`config.mk`:
```
export PLATFORM = sky130hd
export DESIGN_NAME = ocdu_divide_unit
export DESIGN_NICKNAME = d
export VERILOG_FILES = /design/src/pkg/ocdu_pkg.sv /design/src/rtl/ocdu_divide_unit.sv
export VERILOG_INCLUDE_DIRS = /design/src /design/src/pkg
export SDC_FILE = /design/constraint.sdc
export NUM_CORES = 1
export LEC_CHECK = 0
export BUFFER_PORTS_ARGS = -buffer_cell sky130_fd_sc_hd__buf_4
export CORE_UTILIZATION = 50
export DETAILED_ROUTE_END_ITERATION = 10
export PLACE_DENSITY = 0.76
export SLEW_MARGIN = 20
export SYNTH_ARGS = -nofsm -noshare
export SYNTH_HDL_FRONTEND = slang
export SYNTH_SLANG_ARGS = --single-unit
```
`constraint.sdc`:
```
create_clock -name clock_i -period 8.78 [get_ports clock_i]
set_clock_uncertainty 0.15 [all_clocks]
set_input_delay 1.756 -clock clock_i [delete_from_list [all_inputs] [get_ports clock_i]]
set_output_delay 1.756 -clock clock_i [all_outputs]
set_load 0.05 [all_outputs]
```
`src/pkg/ocdu_params.svh`:
```
// constants for the ones'-complement divide unit
// Behaviour
// - dividend holds up to 59 magnitude bits; divisor may have one bit
// - quotient word is 30 bits; overflow when quotient needs over 29 bits
// - overflow final quotient: +0 for unlike signs, -0 for like signs
// - overflow quotient is -0 when the skip test is made
// - no overflow when dividend has no bit above divisor msb plus 28
// - overflow always when dividend has a bit at divisor msb plus 30
// - dividend msb at divisor msb plus 29: decided by actual quotient size
// - overflow, both positive: remainder is low 30 bits of sum
// - overflow, both negative: remainder is low 30 bits of magnitude sum
// - overflow, +dividend -divisor: magnitude sum, complemented finally
// - overflow, -dividend +divisor: magnitude sum, complemented finally
// - skip select: none, unconditional, or on overflow
// - skip select also offers skip when no overflow occurred
// - skip selects on remainder zero, nonzero, positive, negative
// - zero dividend, unlike signs: final -0 results, +0 at skip test
// - divide magnitudes; complement results if signs differ
// - skip tests look at results before final sign correction
`ifndef OCDU_PARAMS_SVH
`define OCDU_PARAMS_SVH
`define OCDU_WORD_W  30
`define OCDU_DVD_W   60
`define OCDU_STEPS   29
`define OCDU_CNT_W   5
`define OCDU_NEG_ZERO 30'h3fffffff
`define OCDU_POS_ZERO 30'h00000000
`define OCDU_SIGN_BIT 29
`endif

```
`src/pkg/ocdu_pkg.sv`:
```
// types for the ones'-complement divide unit
package ocdu_pkg;
  typedef enum logic [2:0] {
    OCDU_SKIP_NONE          = 3'h0,
    OCDU_SKIP_ALWAYS        = 3'h1,
    OCDU_SKIP_ON_OVERFLOW   = 3'h2,
    OCDU_SKIP_WHEN_NO_OVERFLOW = 3'h3,
    OCDU_SKIP_ACC_ZERO      = 3'h4,
    OCDU_SKIP_ACC_NONZERO   = 3'h5,
    OCDU_SKIP_ACC_POSITIVE  = 3'h6,
    OCDU_SKIP_ACC_NEGATIVE  = 3'h7
  } ocdu_skip_t;

  typedef enum logic [1:0] {
    OCDU_IDLE,
    OCDU_PREP,
    OCDU_DIVIDE,
    OCDU_FINISH
  } ocdu_state_t;
endpackage

```
`src/rtl/ocdu_divide_unit.sv`:
```
// ones'-complement 60-by-30-bit divide datapath with skip evaluation
`timescale 1ns/100ps
`include "ocdu_params.svh"

module ocdu_divide_unit (
  input  wire logic                    clock_i,
  input  wire logic                    rst_n_i,
  input  wire logic                    start_i,
  input  wire logic [`OCDU_WORD_W-1:0] rem_in_i,
  input  wire logic [`OCDU_WORD_W-1:0] quot_in_i,
  input  wire logic [`OCDU_WORD_W-1:0] operand_i,
  input  wire logic [2:0]              skip_sel_i,
  output logic                         busy_o,
  output logic                         done_o,
  output logic                         overflow_o,
  output logic                         skip_o,
  output logic [`OCDU_WORD_W-1:0]      quot_o,
  output logic [`OCDU_WORD_W-1:0]      rem_o
);

  ocdu_pkg::ocdu_state_t     state_q;
  logic [`OCDU_DVD_W-1:0]    dvd_raw_q;
  logic [`OCDU_WORD_W-1:0]   dvs_raw_q;
  ocdu_pkg::ocdu_skip_t      sel_q;
  logic [`OCDU_WORD_W-1:0]   dvs_q;
  logic [`OCDU_STEPS-1:0]    dvd_lo_q;
  logic [`OCDU_WORD_W-1:0]   rem_q;
  logic [`OCDU_WORD_W-1:0]   quo_q;
  logic                      mix_q;
  logic                      ovf_q;
  logic [`OCDU_CNT_W-1:0]    cnt_q;

  logic [`OCDU_DVD_W-1:0]    dvd_mag;
  logic [`OCDU_WORD_W-1:0]   dvs_mag;
  logic                      ovf_d;
  logic [`OCDU_WORD_W-1:0]   ovf_rem;
  logic [`OCDU_WORD_W-1:0]   shifted;
  logic                      fits;
  logic                      acc_zero;
  logic                      skip_d;
  logic [`OCDU_WORD_W:0]     dvd_top;
  logic [`OCDU_WORD_W:0]     dvs_wide;
  logic                      below_n28;
  logic                      from_n30;

  // operands made positive before dividing
  always_comb begin
    dvd_mag = dvd_raw_q[`OCDU_DVD_W-1] ? ~dvd_raw_q : dvd_raw_q;
    dvs_mag = dvs_raw_q[`OCDU_SIGN_BIT] ? ~dvs_raw_q : dvs_raw_q;
  end

  // quotient exceeds 29 bits exactly when the dividend's upper part reaches
  // the divisor; this one compare covers every msb-position case
  always_comb begin
    ovf_d = (dvs_mag == `OCDU_POS_ZERO) ||
            (dvd_mag[`OCDU_DVD_W-1:`OCDU_STEPS] >=
             {1'b0, dvs_mag});
  end

  // magnitude sum gives all four observed sign cases at the skip test
  always_comb begin
    ovf_rem = dvd_mag[`OCDU_WORD_W-1:0] +
              dvs_mag;
  end

  // one restoring step; rem_q < divisor so the shift cannot lose a bit
  always_comb begin
    shifted = {rem_q[`OCDU_WORD_W-2:0], dvd_lo_q[`OCDU_STEPS-1]};
    fits    = shifted >= dvs_q;
  end

  // skip tests use magnitude results, before final correction
  always_comb begin
    acc_zero = (rem_q == `OCDU_POS_ZERO) || (rem_q == `OCDU_NEG_ZERO);
    unique case (sel_q)
      ocdu_pkg::OCDU_SKIP_NONE:             skip_d = 1'b0;
      ocdu_pkg::OCDU_SKIP_ALWAYS:           skip_d = 1'b1;
      ocdu_pkg::OCDU_SKIP_ON_OVERFLOW:      skip_d = ovf_q;
      ocdu_pkg::OCDU_SKIP_WHEN_NO_OVERFLOW: skip_d = !ovf_q;
      ocdu_pkg::OCDU_SKIP_ACC_ZERO:
        skip_d = acc_zero;
      ocdu_pkg::OCDU_SKIP_ACC_NONZERO:
        skip_d = !acc_zero;
      ocdu_pkg::OCDU_SKIP_ACC_POSITIVE:
        skip_d = !rem_q[`OCDU_SIGN_BIT];
      ocdu_pkg::OCDU_SKIP_ACC_NEGATIVE:
        skip_d = rem_q[`OCDU_SIGN_BIT];
    endcase
  end

  // sequencing; a start while busy is ignored
  always_ff @(posedge clock_i or negedge rst_n_i) begin
    if (!rst_n_i) begin
      state_q <= ocdu_pkg::OCDU_IDLE;
      cnt_q   <= '0;
    end else begin
      unique case (state_q)
        ocdu_pkg::OCDU_IDLE: begin
          if (start_i) begin
            state_q <= ocdu_pkg::OCDU_PREP;
          end
        end
        ocdu_pkg::OCDU_PREP: begin
          cnt_q   <= '0;
          state_q <= ovf_d ? ocdu_pkg::OCDU_FINISH : ocdu_pkg::OCDU_DIVIDE;
        end
        ocdu_pkg::OCDU_DIVIDE: begin
          cnt_q <= cnt_q + 5'h01;
          if (cnt_q == 5'(`OCDU_STEPS - 1)) begin
            state_q <= ocdu_pkg::OCDU_FINISH;
          end
        end
        ocdu_pkg::OCDU_FINISH: begin
          state_q <= ocdu_pkg::OCDU_IDLE;
        end
      endcase
    end
  end

  // operand capture; dividend is remainder word above quotient word
  always_ff @(posedge clock_i or negedge rst_n_i) begin
    if (!rst_n_i) begin
      dvd_raw_q <= '0;
      dvs_raw_q <= '0;
      sel_q     <= ocdu_pkg::OCDU_SKIP_NONE;
    end else if (state_q == ocdu_pkg::OCDU_IDLE && start_i) begin
      dvd_raw_q <= {rem_in_i, quot_in_i};
      dvs_raw_q <= operand_i;
      sel_q     <= ocdu_pkg::ocdu_skip_t'(skip_sel_i);
    end
  end

  // magnitude datapath
  always_ff @(posedge clock_i or negedge rst_n_i) begin
    if (!rst_n_i) begin
      dvs_q    <= '0;
      dvd_lo_q <= '0;
      rem_q    <= '0;
      quo_q    <= '0;
      mix_q    <= 1'b0;
      ovf_q    <= 1'b0;
    end else if (state_q == ocdu_pkg::OCDU_PREP) begin
      dvs_q    <= dvs_mag;
      dvd_lo_q <= dvd_mag[`OCDU_STEPS-1:0];
      mix_q    <= dvd_raw_q[`OCDU_DVD_W-1] ^
                  dvs_raw_q[`OCDU_SIGN_BIT];
      ovf_q    <= ovf_d;
      if (ovf_d) begin
        quo_q <= `OCDU_NEG_ZERO;
        rem_q <= ovf_rem;
      end else begin
        quo_q <= '0;
        rem_q <= dvd_mag[`OCDU_WORD_W+`OCDU_STEPS-1:`OCDU_STEPS];
      end
    end else if (state_q == ocdu_pkg::OCDU_DIVIDE) begin
      dvd_lo_q <= {dvd_lo_q[`OCDU_STEPS-2:0], 1'b0};
      rem_q    <= fits ? shifted - dvs_q : shifted;
      quo_q    <= {quo_q[`OCDU_WORD_W-2:0], fits};
    end
  end

  // final sign correction and completion report
  always_ff @(posedge clock_i or negedge rst_n_i) begin
    if (!rst_n_i) begin
      done_o     <= 1'b0;
      overflow_o <= 1'b0;
      skip_o     <= 1'b0;
      quot_o     <= '0;
      rem_o      <= '0;
    end else begin
      done_o <= (state_q == ocdu_pkg::OCDU_FINISH);
      if (state_q == ocdu_pkg::OCDU_FINISH) begin
        overflow_o <= ovf_q;
        skip_o     <= skip_d;
        // zero dividend with unlike signs lands on -0 here as well
        quot_o     <= mix_q ? ~quo_q : quo_q;
        rem_o      <= mix_q ? ~rem_q : rem_q;
      end
    end
  end

  always_ff @(posedge clock_i or negedge rst_n_i) begin
    if (!rst_n_i) begin
      busy_o <= 1'b0;
    end else begin
      busy_o <= (state_q == ocdu_pkg::OCDU_IDLE) ? start_i :
                (state_q != ocdu_pkg::OCDU_FINISH);
    end
  end

  AST_DONE_ONE_CYCLE:
    assert property (@(posedge clock_i) disable iff (!rst_n_i)
      done_o |=> !done_o)
    else $error("done held longer than one cycle");

  AST_NORMAL_LATENCY:
    assert property (@(posedge clock_i) disable iff (!rst_n_i)
      (state_q == ocdu_pkg::OCDU_PREP && !ovf_d) |-> ##31 done_o)
    else $error("normal divide did not finish in 31 cycles");

  AST_OVF_QUOT_FINAL:
    assert property (@(posedge clock_i) disable iff (!rst_n_i)
      (done_o && overflow_o) |->
        quot_o == (mix_q ? `OCDU_POS_ZERO : `OCDU_NEG_ZERO))
    else $error("overflow quotient has wrong zero");

  AST_OVF_QUOT_AT_SKIP:
    assert property (@(posedge clock_i) disable iff (!rst_n_i)
      (state_q == ocdu_pkg::OCDU_FINISH && ovf_q) |->
        quo_q == `OCDU_NEG_ZERO)
    else $error("overflow quotient not negative zero at skip test");

  AST_NO_OVF_SMALL:
    assert property (@(posedge clock_i) disable iff (!rst_n_i)
      (state_q == ocdu_pkg::OCDU_PREP && dvs_mag != `OCDU_POS_ZERO &&
       dvd_mag[`OCDU_DVD_W-1:`OCDU_STEPS] < {1'b0, dvs_mag}) |=> !ovf_q)
    else $error("overflow flagged for a quotient that fits");

  AST_OVF_LARGE:
    assert property (@(posedge clock_i) disable iff (!rst_n_i)
      (state_q == ocdu_pkg::OCDU_PREP &&
       dvd_mag[`OCDU_DVD_W-1:`OCDU_STEPS] >= {1'b0, dvs_mag})
        |-> ##2 (done_o && overflow_o))
    else $error("large dividend did not report overflow");

  AST_SKIP_ON_OVF:
    assert property (@(posedge clock_i) disable iff (!rst_n_i)
      (done_o && sel_q == ocdu_pkg::OCDU_SKIP_ON_OVERFLOW) |->
        skip_o == overflow_o)
    else $error("overflow skip disagrees with overflow flag");

  AST_SKIP_NO_OVF:
    assert property (@(posedge clock_i) disable iff (!rst_n_i)
      (done_o && sel_q == ocdu_pkg::OCDU_SKIP_WHEN_NO_OVERFLOW) |->
        skip_o == !overflow_o)
    else $error("no-overflow skip disagrees with overflow flag");

  AST_SIGN_CORRECT:
    assert property (@(posedge clock_i) disable iff (!rst_n_i)
      done_o |-> (rem_o == (mix_q ? ~rem_q : rem_q)) &&
                 (quot_o == (mix_q ? ~quo_q : quo_q)))
    else $error("final sign correction wrong");

  // bounds from the divisor msb, kept apart from the overflow compare
  // so that the two can be held against each other
  always_comb begin
    dvd_top   = dvd_mag[`OCDU_DVD_W-1:`OCDU_STEPS];
    dvs_wide  = {1'b0, dvs_mag};
    // below 2^n exactly when or-ing in divisor >> 1 stays below divisor
    below_n28 = (dvd_top | (dvs_wide >> 1)) < dvs_wide;
    from_n30  = ((dvd_top >> 1) | (dvs_wide >> 1)) >= dvs_wide;
  end

  AST_NO_OVF_BELOW_N28:
    assert property (@(posedge clock_i) disable iff (!rst_n_i)
      (state_q == ocdu_pkg::OCDU_PREP && dvs_mag != `OCDU_POS_ZERO &&
       below_n28) |=> !ovf_q)
    else $error("overflow with dividend below divisor msb plus 29");

  AST_OVF_FROM_N30:
    assert property (@(posedge clock_i) disable iff (!rst_n_i)
      (state_q == ocdu_pkg::OCDU_PREP && dvs_mag != `OCDU_POS_ZERO &&
       from_n30) |=> ovf_q)
    else $error("no overflow with dividend bit at divisor msb plus 30");

  AST_SKIP_NONE:
    assert property (@(posedge clock_i) disable iff (!rst_n_i)
      (done_o && sel_q == ocdu_pkg::OCDU_SKIP_NONE) |-> !skip_o)
    else $error("skip taken with no skip selected");

  AST_SKIP_ALWAYS:
    assert property (@(posedge clock_i) disable iff (!rst_n_i)
      (done_o && sel_q == ocdu_pkg::OCDU_SKIP_ALWAYS) |-> skip_o)
    else $error("unconditional skip not taken");

  // either zero survives the final complement, so the final word tells
  AST_SKIP_ZERO_REM:
    assert property (@(posedge clock_i) disable iff (!rst_n_i)
      (done_o && sel_q == ocdu_pkg::OCDU_SKIP_ACC_ZERO) |->
        skip_o == (rem_o == `OCDU_POS_ZERO || rem_o == `OCDU_NEG_ZERO))
    else $error("zero remainder skip wrong");

  // a normal divide leaves a magnitude below the divisor: never negative
  AST_REM_POS_SKIP:
    assert property (@(posedge clock_i) disable iff (!rst_n_i)
      (done_o && !overflow_o &&
       sel_q == ocdu_pkg::OCDU_SKIP_ACC_POSITIVE) |-> skip_o)
    else $error("magnitude remainder not seen positive");

  AST_REM_NEG_SKIP:
    assert property (@(posedge clock_i) disable iff (!rst_n_i)
      (done_o && !overflow_o &&
       sel_q == ocdu_pkg::OCDU_SKIP_ACC_NEGATIVE) |-> !skip_o)
    else $error("magnitude remainder seen negative");

  AST_ZERO_DVD_UNLIKE:
    assert property (@(posedge clock_i) disable iff (!rst_n_i)
      (done_o && mix_q && dvd_mag == '0 && dvs_mag != `OCDU_POS_ZERO) |->
        (quot_o == `OCDU_NEG_ZERO && rem_o == `OCDU_NEG_ZERO))
    else $error("zero dividend with unlike signs not negative zero");

  AST_BUSY_WHILE_WORKING:
    assert property (@(posedge clock_i) disable iff (!rst_n_i)
      (state_q != ocdu_pkg::OCDU_IDLE) |-> busy_o)
    else $error("busy low while a divide is in progress");

  AST_DONE_CLEARS_BUSY:
    assert property (@(posedge clock_i) disable iff (!rst_n_i)
      done_o |-> !busy_o)
    else $error("busy still high at completion");

endmodule

```
==> flow_metrics.py, run 1 <==
metrics = {
    "sta": {
        "setup_viol": 0,
        "hold_violations": 0,
        "post-route-period-util_pct": 54.8,
        "slew_viol_final": 0,
        "worst_pin_slew_ps": 1070,
        "rsz0062_at_grt": "no",
        "finalCriticalPeriod_ps": 4820,
        "relSlewSlack_pct": 28.3,
        "setup_tns_ps": 0,
        "max_freq_mhz": 208,
    },
    "floorplan": {
        "rows": 69,
        "die_w_um": 191,
        "core_area_um2": 35500,
        "initial_core_util_pct": 50.6,
        "ios": 160,
        "die_area_um2": 36700,
        "die_y_um": 191,
    },
    "critical_path": {
        "start_kind": "register",
        "cp_max_fo": 48,
        "path_cells": "buf_4 > xor2_1 > ha_1 > and4_1 > a211oi_1 > nor3_1 > o22ai_1 > a21oi_4 > buf_4 > mux2i_1 > a21boi_0 > mux2_2",
        "crit_type": "register to register",
        "r2r_cells": 12,
        "cpMostUsedCell": "buf_4",
        "cp.required_ps": 9080,
        "end_kind": "register",
        "critPathMaxStageDelay_ps": 770,
        "cp_slowest_cell": "dfrtp_4",
        "critical_path.top_delay_family": "buffers and inverters",
        "cp.buffers_inverters": 2,
        "reg2reg_slack_ps": 3960,
        "r2r-end": "rem_q[7]",
        "cp.arrival_ps": 5120,
        "rr_startpoint": "dvd_raw_q[59]",
    },
    "routing": {
        "wire_per_inst_um": 19.0,
        "dr.first_iter.drc_count": 1282,
        "via_per_inst": 5.76,
        "via_count": 14200,
        "finalWirelength_um": 46800,
        "ant_nets": 0,
        "drc_errors": 0,
        "drt_pass1_iterations": 6,
    },
    "final_layout": {
        "post-route-util_pct": 57.6,
        "drive_gt1_share_pct": 17.7,
        "areaGrowthSynthToFinish_pct": 13.9,
        "post-route-cell-area_um2": 20500,
        "n_antenna_cell": 0,
        "finalNetCount": 2156,
        "final_cell_mix": "dfrtp_1, buf_4, a21oi_1, nor2_1, xnor2_1",
        "final_common_cell": "dfrtp_1",
    },
    "worst_hold_path": {
        "hold_start": "dvd_lo_q[4]",
        "holdPathStages": 1,
        "holdPathEnd": "dvd_lo_q[4]",
        "worstHoldPathType": "register to register",
    },
    "synth": {
        "synth_edf_count": 0,
        "synth_cell_type_count": 80,
        "syn_area_per_cell_um2": 9.44,
        "synth_seq_cells": 284,
        "syn_nets": 2076,
        "ys_warn_count": 0,
        "synthFlopType": "dfrtp_1",
        "synth_cells": 1902,
        "ys_seq_area_share_pct": 39.6,
        "netlist_area_um2": 18000,
        "async_flop_share_pct": 100,
    },
    "placed_design": {
        "dpl_cell_area_um2": 19400,
        "numPortBuffers": 159,
        "dp_hpwl_um": 33800,
        "gp_congestion": 0.926,
    },
    "clock_tree": {
        "root_buffer": "clkbuf_16",
        "clock_latency_ps": 590,
        "cts_buffers": 29,
        "cts_max_path_buffers": 3,
        "post_cts_buffers": 0,
        "htreeDepth": 1,
        "postCtsHoldBufs": 0,
        "cts_tree": "done",
        "cts_resized": 0,
        "cts_sinks": 284,
        "clk_pin_slew_worst_paths_ps": 60,
    },
    "grt": {
        "grt_max_degree": 182,
        "grt_overflow": 0,
        "grt_pass1_vias": 13600,
        "track_usage_pct": 26.0,
        "grt_pass1_wl_um": 75300,
        "antenna_found_initial": 0,
    },
    "outcome": {
        "status": "finished, final reports clean",
    },
    "run": {
        "drv_cap": 0,
    },
}
## cells by family (layout without fill, tap and decap cells)
| group | after synthesis | after routing | share of synthesized area (%) |
|---|---|---|---|
| fa+ha+maj | 86 | 86 | 5.97 |
| flops | 284 | 284 | 39.6 |
| simple gates | 421 | 421 | 11.1 |
| buf+inv | 230 | 332 | 5.26 |
| mux | 159 | 159 | 9.64 |
| compound gates | 484 | 484 | 16.9 |
| xor+xnor | 238 | 238 | 11.6 |
## metal layers
layer  wire length, um  track usage [%]
met5                 0                0
met4              1180             7.39
met3              2830             3.34
met2             20300             38.8
met1             22500             39.3
## per-stage QoR
stage	setup slack (ps)	hold WS, ps	std cells
floorplan	4180	299	1902
global placement	3970	312	2412
detailed placement	3880	315	2412
CTS	3870	330	2465
global route	3820	346	2465
finish	3960	328	2465
## how the worst max path moves through the flow
stage | startpoint | end | cells after the start
3_5_place_dp | dvd_raw_q[59] | rem_q[16] | 13
4_1_cts | dvd_raw_q[59] | rem_q[16] | 13
2_1_floorplan | dvd_raw_q[59] | rem_q[23] | 18
3_3_place_gp | dvd_raw_q[59] | rem_q[16] | 13
5_1_grt | dvd_raw_q[59] | rem_q[16] | 13
6_report | dvd_raw_q[59] | rem_q[7] | 12
## layout make-up
class	instances	area (um^2)
timing repair buffer	170	1300
tap	461	577
sequential	284	7120
fill	3108	15000
inverter	109	409
clock inverter	11	203
clock buffer	42	885
multi-input combinational	1388	9970
## synthesized netlist by cell type (17+ instances only)
cell | number | area [um^2]
inv_1 | 109 | 409
a211oi_1 | 17 | 128
dfrtp_1 | 284 | 7110
nor2_1 | 154 | 578
xor2_1 | 101 | 885
a21oi_1 | 165 | 826
nand2_1 | 102 | 383
buf_1 | 22 | 82.6
mux2i_1 | 57 | 571
ha_1 | 76 | 951
nand3_1 | 30 | 150
xnor2_1 | 137 | 1200
nand4_1 | 26 | 163
nor3_1 | 23 | 115
o21ai_0 | 118 | 591
o211ai_1 | 44 | 330
a21o_1 | 41 | 308
mux2_2 | 100 | 1130
clkbuf_1 | 76 | 285
## sequential cells by signal (all words and copies together) (netlist names)
signal and flops:
quo_q 30, done_o 1, dvd_raw_q 60, skip_o 1
ovf_q 1, quot_o 30, dvd_lo_q 29, dvs_raw_q 30
busy_o 1, dvs_q 29, overflow_o 1, rem_q 30
state_q 2, rem_o 30, cnt_q 5, sel_q 3
mix_q 1
## worst register-to-register path: cells and delay by family (launching register included)
family	cells	cell delay, ps
fa+ha+maj	1	350
buf+inv	2	1200
flops	1	770
xor+xnor	1	200
simple gates	2	690
mux	2	770
compound gates	4	570
Power of run 1 is not shown: default switching activity piles up to over one toggle a cycle in this logic, so the estimate is an artifact.
==> run 2, diff against run 1 <==
--- a/config.mk
+++ b/config.mk
@@ -6,6 +6,7 @@
 export SDC_FILE = /design/constraint.sdc
 export NUM_CORES = 1
 export LEC_CHECK = 0
+export ABC_AREA = 1
 export BUFFER_PORTS_ARGS = -buffer_cell sky130_fd_sc_hd__buf_4
 export CORE_UTILIZATION = 50
 export DETAILED_ROUTE_END_ITERATION = 10
==> constraint.sdc (replaced) <==
create_clock -name clock_i -period 4.5 [get_ports clock_i]
set_clock_uncertainty 0.15 [all_clocks]
set_input_delay 0.9 -clock clock_i [delete_from_list [all_inputs] [get_ports clock_i]]
set_output_delay 0.9 -clock clock_i [all_outputs]
set_load 0.05 [all_outputs]
==> flow_metrics.py, run 2 <==
metrics = {
    "critical_path": {
        "cp.arrival_ps": 4320,
        "r2r_cells": 18,
        "cp.required_ps": 4870,
        "reg2reg_slack_ps": 550,
        "crit_type": "register to register",
        "end_kind": "register",
        "cp_max_fo": 35,
        "r2r-end": "rem_q[17]",
        "start_kind": "register",
        "rr_startpoint": "dvd_raw_q[59]",
    },
    "final_layout": {
        "final_common_cell": "nand2_1",
        "seqCellArea_um2": 7120,
        "multi_input_area_um2": 9970,
        "n_antenna_cell": 0,
        "areaGrowthSynthToFinish_pct": 14.9,
        "fillers": 3429,
        "largest_reg_flops": 60,
        "regMostFlops": "dvd_raw_q",
        "drive_gt1_share_pct": 13.1,
        "final_cell_mix": "nand2_1, inv_1, dfrtp_1, buf_4, nor2_1",
        "finalNetCount": 2848,
    },
    "routing": {
        "via_count": 17300,
        "dr.first_iter.drc_count": 1286,
        "drt_pass1_iterations": 5,
        "via_per_inst": 5.47,
        "drc_errors": 0,
        "finalWirelength_um": 58000,
        "wire_per_inst_um": 18.3,
        "ant_nets": 0,
    },
    "clock_tree": {
        "postCtsHoldBufs": 0,
        "post_cts_buffers": 0,
        "cts_sinks": 284,
        "cts_tree": "done",
        "cts_max_path_buffers": 3,
        "cts_resized": 0,
        "cts_buffers": 31,
        "clk_pin_slew_worst_paths_ps": 60,
        "root_buffer": "clkbuf_16",
        "clock_latency_ps": 600,
        "htreeDepth": 1,
    },
    "outcome": {
        "status": "finished, final reports clean",
    },
    "grt": {
        "grt_overflow": 0,
        "antenna_found_initial": 0,
        "grt_max_degree": 110,
        "grt_pass1_vias": 16900,
        "track_usage_pct": 30.7,
        "grt_pass1_wl_um": 92200,
    },
    "floorplan": {
        "initial_core_util_pct": 51.0,
        "die_w_um": 195,
        "die_y_um": 195,
        "die_area_um2": 38200,
        "rows": 70,
        "core_area_um2": 36700,
        "ios": 160,
    },
    "synth": {
        "ys_seq_area_share_pct": 38.0,
        "synth_simple_gate_area_share_pct": 23.9,
        "yosys.area.top_type": "dfrtp_1",
        "synth.area.mux_share_pct": 3.91,
        "synth-adder-area-share_pct": 5.30,
        "synth_cell_type_count": 44,
        "synth_area_leaders": "dfrtp_1, nand2_1, inv_1, xnor2_1, o21ai_0",
        "synth_top_family_by_area": "simple AND/OR/NAND/NOR gates",
        "synth.most_common_cell": "nand2_1",
        "syn_nets": 2711,
        "yosys.area.top_type_share_pct": 38.0,
        "netlist_area_um2": 18700,
        "synth_seq_cells": 284,
        "synthTopCellsByCount": "nand2_1, inv_1, dfrtp_1",
        "yosys.area_share.xor_xnor_pct": 8.16,
        "synth_edf_count": 0,
        "synth-compound-area-share_pct": 11.9,
        "async_flop_share_pct": 100,
        "synthFlopType": "dfrtp_1",
        "syn_area_per_cell_um2": 7.37,
        "synth_cells": 2537,
        "ys_warn_count": 0,
    },
    "sta": {
        "hold_violations": 0,
        "relSlewSlack_pct": 31.4,
        "setup_viol": 0,
        "finalCriticalPeriod_ps": 3950,
        "rsz0062_at_grt": "no",
        "max_freq_mhz": 253,
        "worst_pin_slew_ps": 1030,
        "setup_tns_ps": 0,
        "slew_viol_final": 0,
        "post-route-period-util_pct": 87.7,
    },
    "placed_design": {
        "dp_hpwl_um": 45000,
        "gp_congestion": 1.01,
        "numPortBuffers": 159,
    },
    "worst_hold_path": {
        "worstHoldPathType": "primary input to asynchronous set/reset pin",
    },
    "run": {
        "drv_cap": 0,
    },
}
## run 2: area by class of cell
type | count | share of cell area [%]
Clock buffer | 45 | 4.09
Inverter | 315 | 5.51
Tap cell | 468 | 2.73
Sequential cell | 284 | 33.1
Multi-Input combinational cell | 1833 | 46.4
Timing Repair Buffer | 209 | 7.51
Clock inverter | 10 | 0.670
## run 2: per-stage QoR
step	worst slack, ps	instances	util (%)	area, um^2	hold WS, ps
finish	554	3164	58.6	21500	220
detailed placement	701	3109	55.8	20500	321
floorplan	1280	2537	-	18700	295
global placement	513	3109	55.7	20500	309
global route	338	3164	58.6	21500	281
CTS	688	3164	58.6	21500	239
## run 2: how the worst max path moves through the flow
stage	startpoint	end	slack, ps	depth (start not counted)
final	dvd_raw_q[59]	rem_q[17]	550	18
after CTS	dvd_raw_q[59]	rem_q[17]	690	18
after floorplan	dvd_raw_q[59]	rem_q[12]	1280	17
after detailed placement	dvs_raw_q[29]	rem_q[17]	700	20
after global placement	dvd_raw_q[59]	rem_q[4]	510	13
after global routing	dvs_raw_q[29]	rem_q[17]	340	20
## run 2: logic make-up after synthesis
logic type	Yosys count
and+or+nand+nor	1093
AOI/OAI and AO/OA	427
buffers and inverters	420
DFF	284
xor gates and xnor gates	170
adders and majority gates	78
muxes	65
## run 2: metal layers
layer	track usage (%)	share of wire (%)	wire [um]
met1	41.2	44	25700
met2	51.3	47	27200
met3	3.40	4.9	2830
met4	11.3	3.9	2250
met5	0	0	0
## run 2: worst max-delay path: stages, from the launching register on
cell and delay, ps:
dfrtp_4 780, buf_4 290, xnor2_1 130, inv_1 110, ha_1 340, inv_1 80, nor2_1 400, nand2_1 180
nand2_1 260, nand2_1 80, nand2_1 240, nand3_1 140, nand2_1 80, nand2_1 50, nand2_1 80, inv_1 50
nand2_1 100, nand3_1 150, a21oi_1 170
Power of run 2 is left out for the same reason.
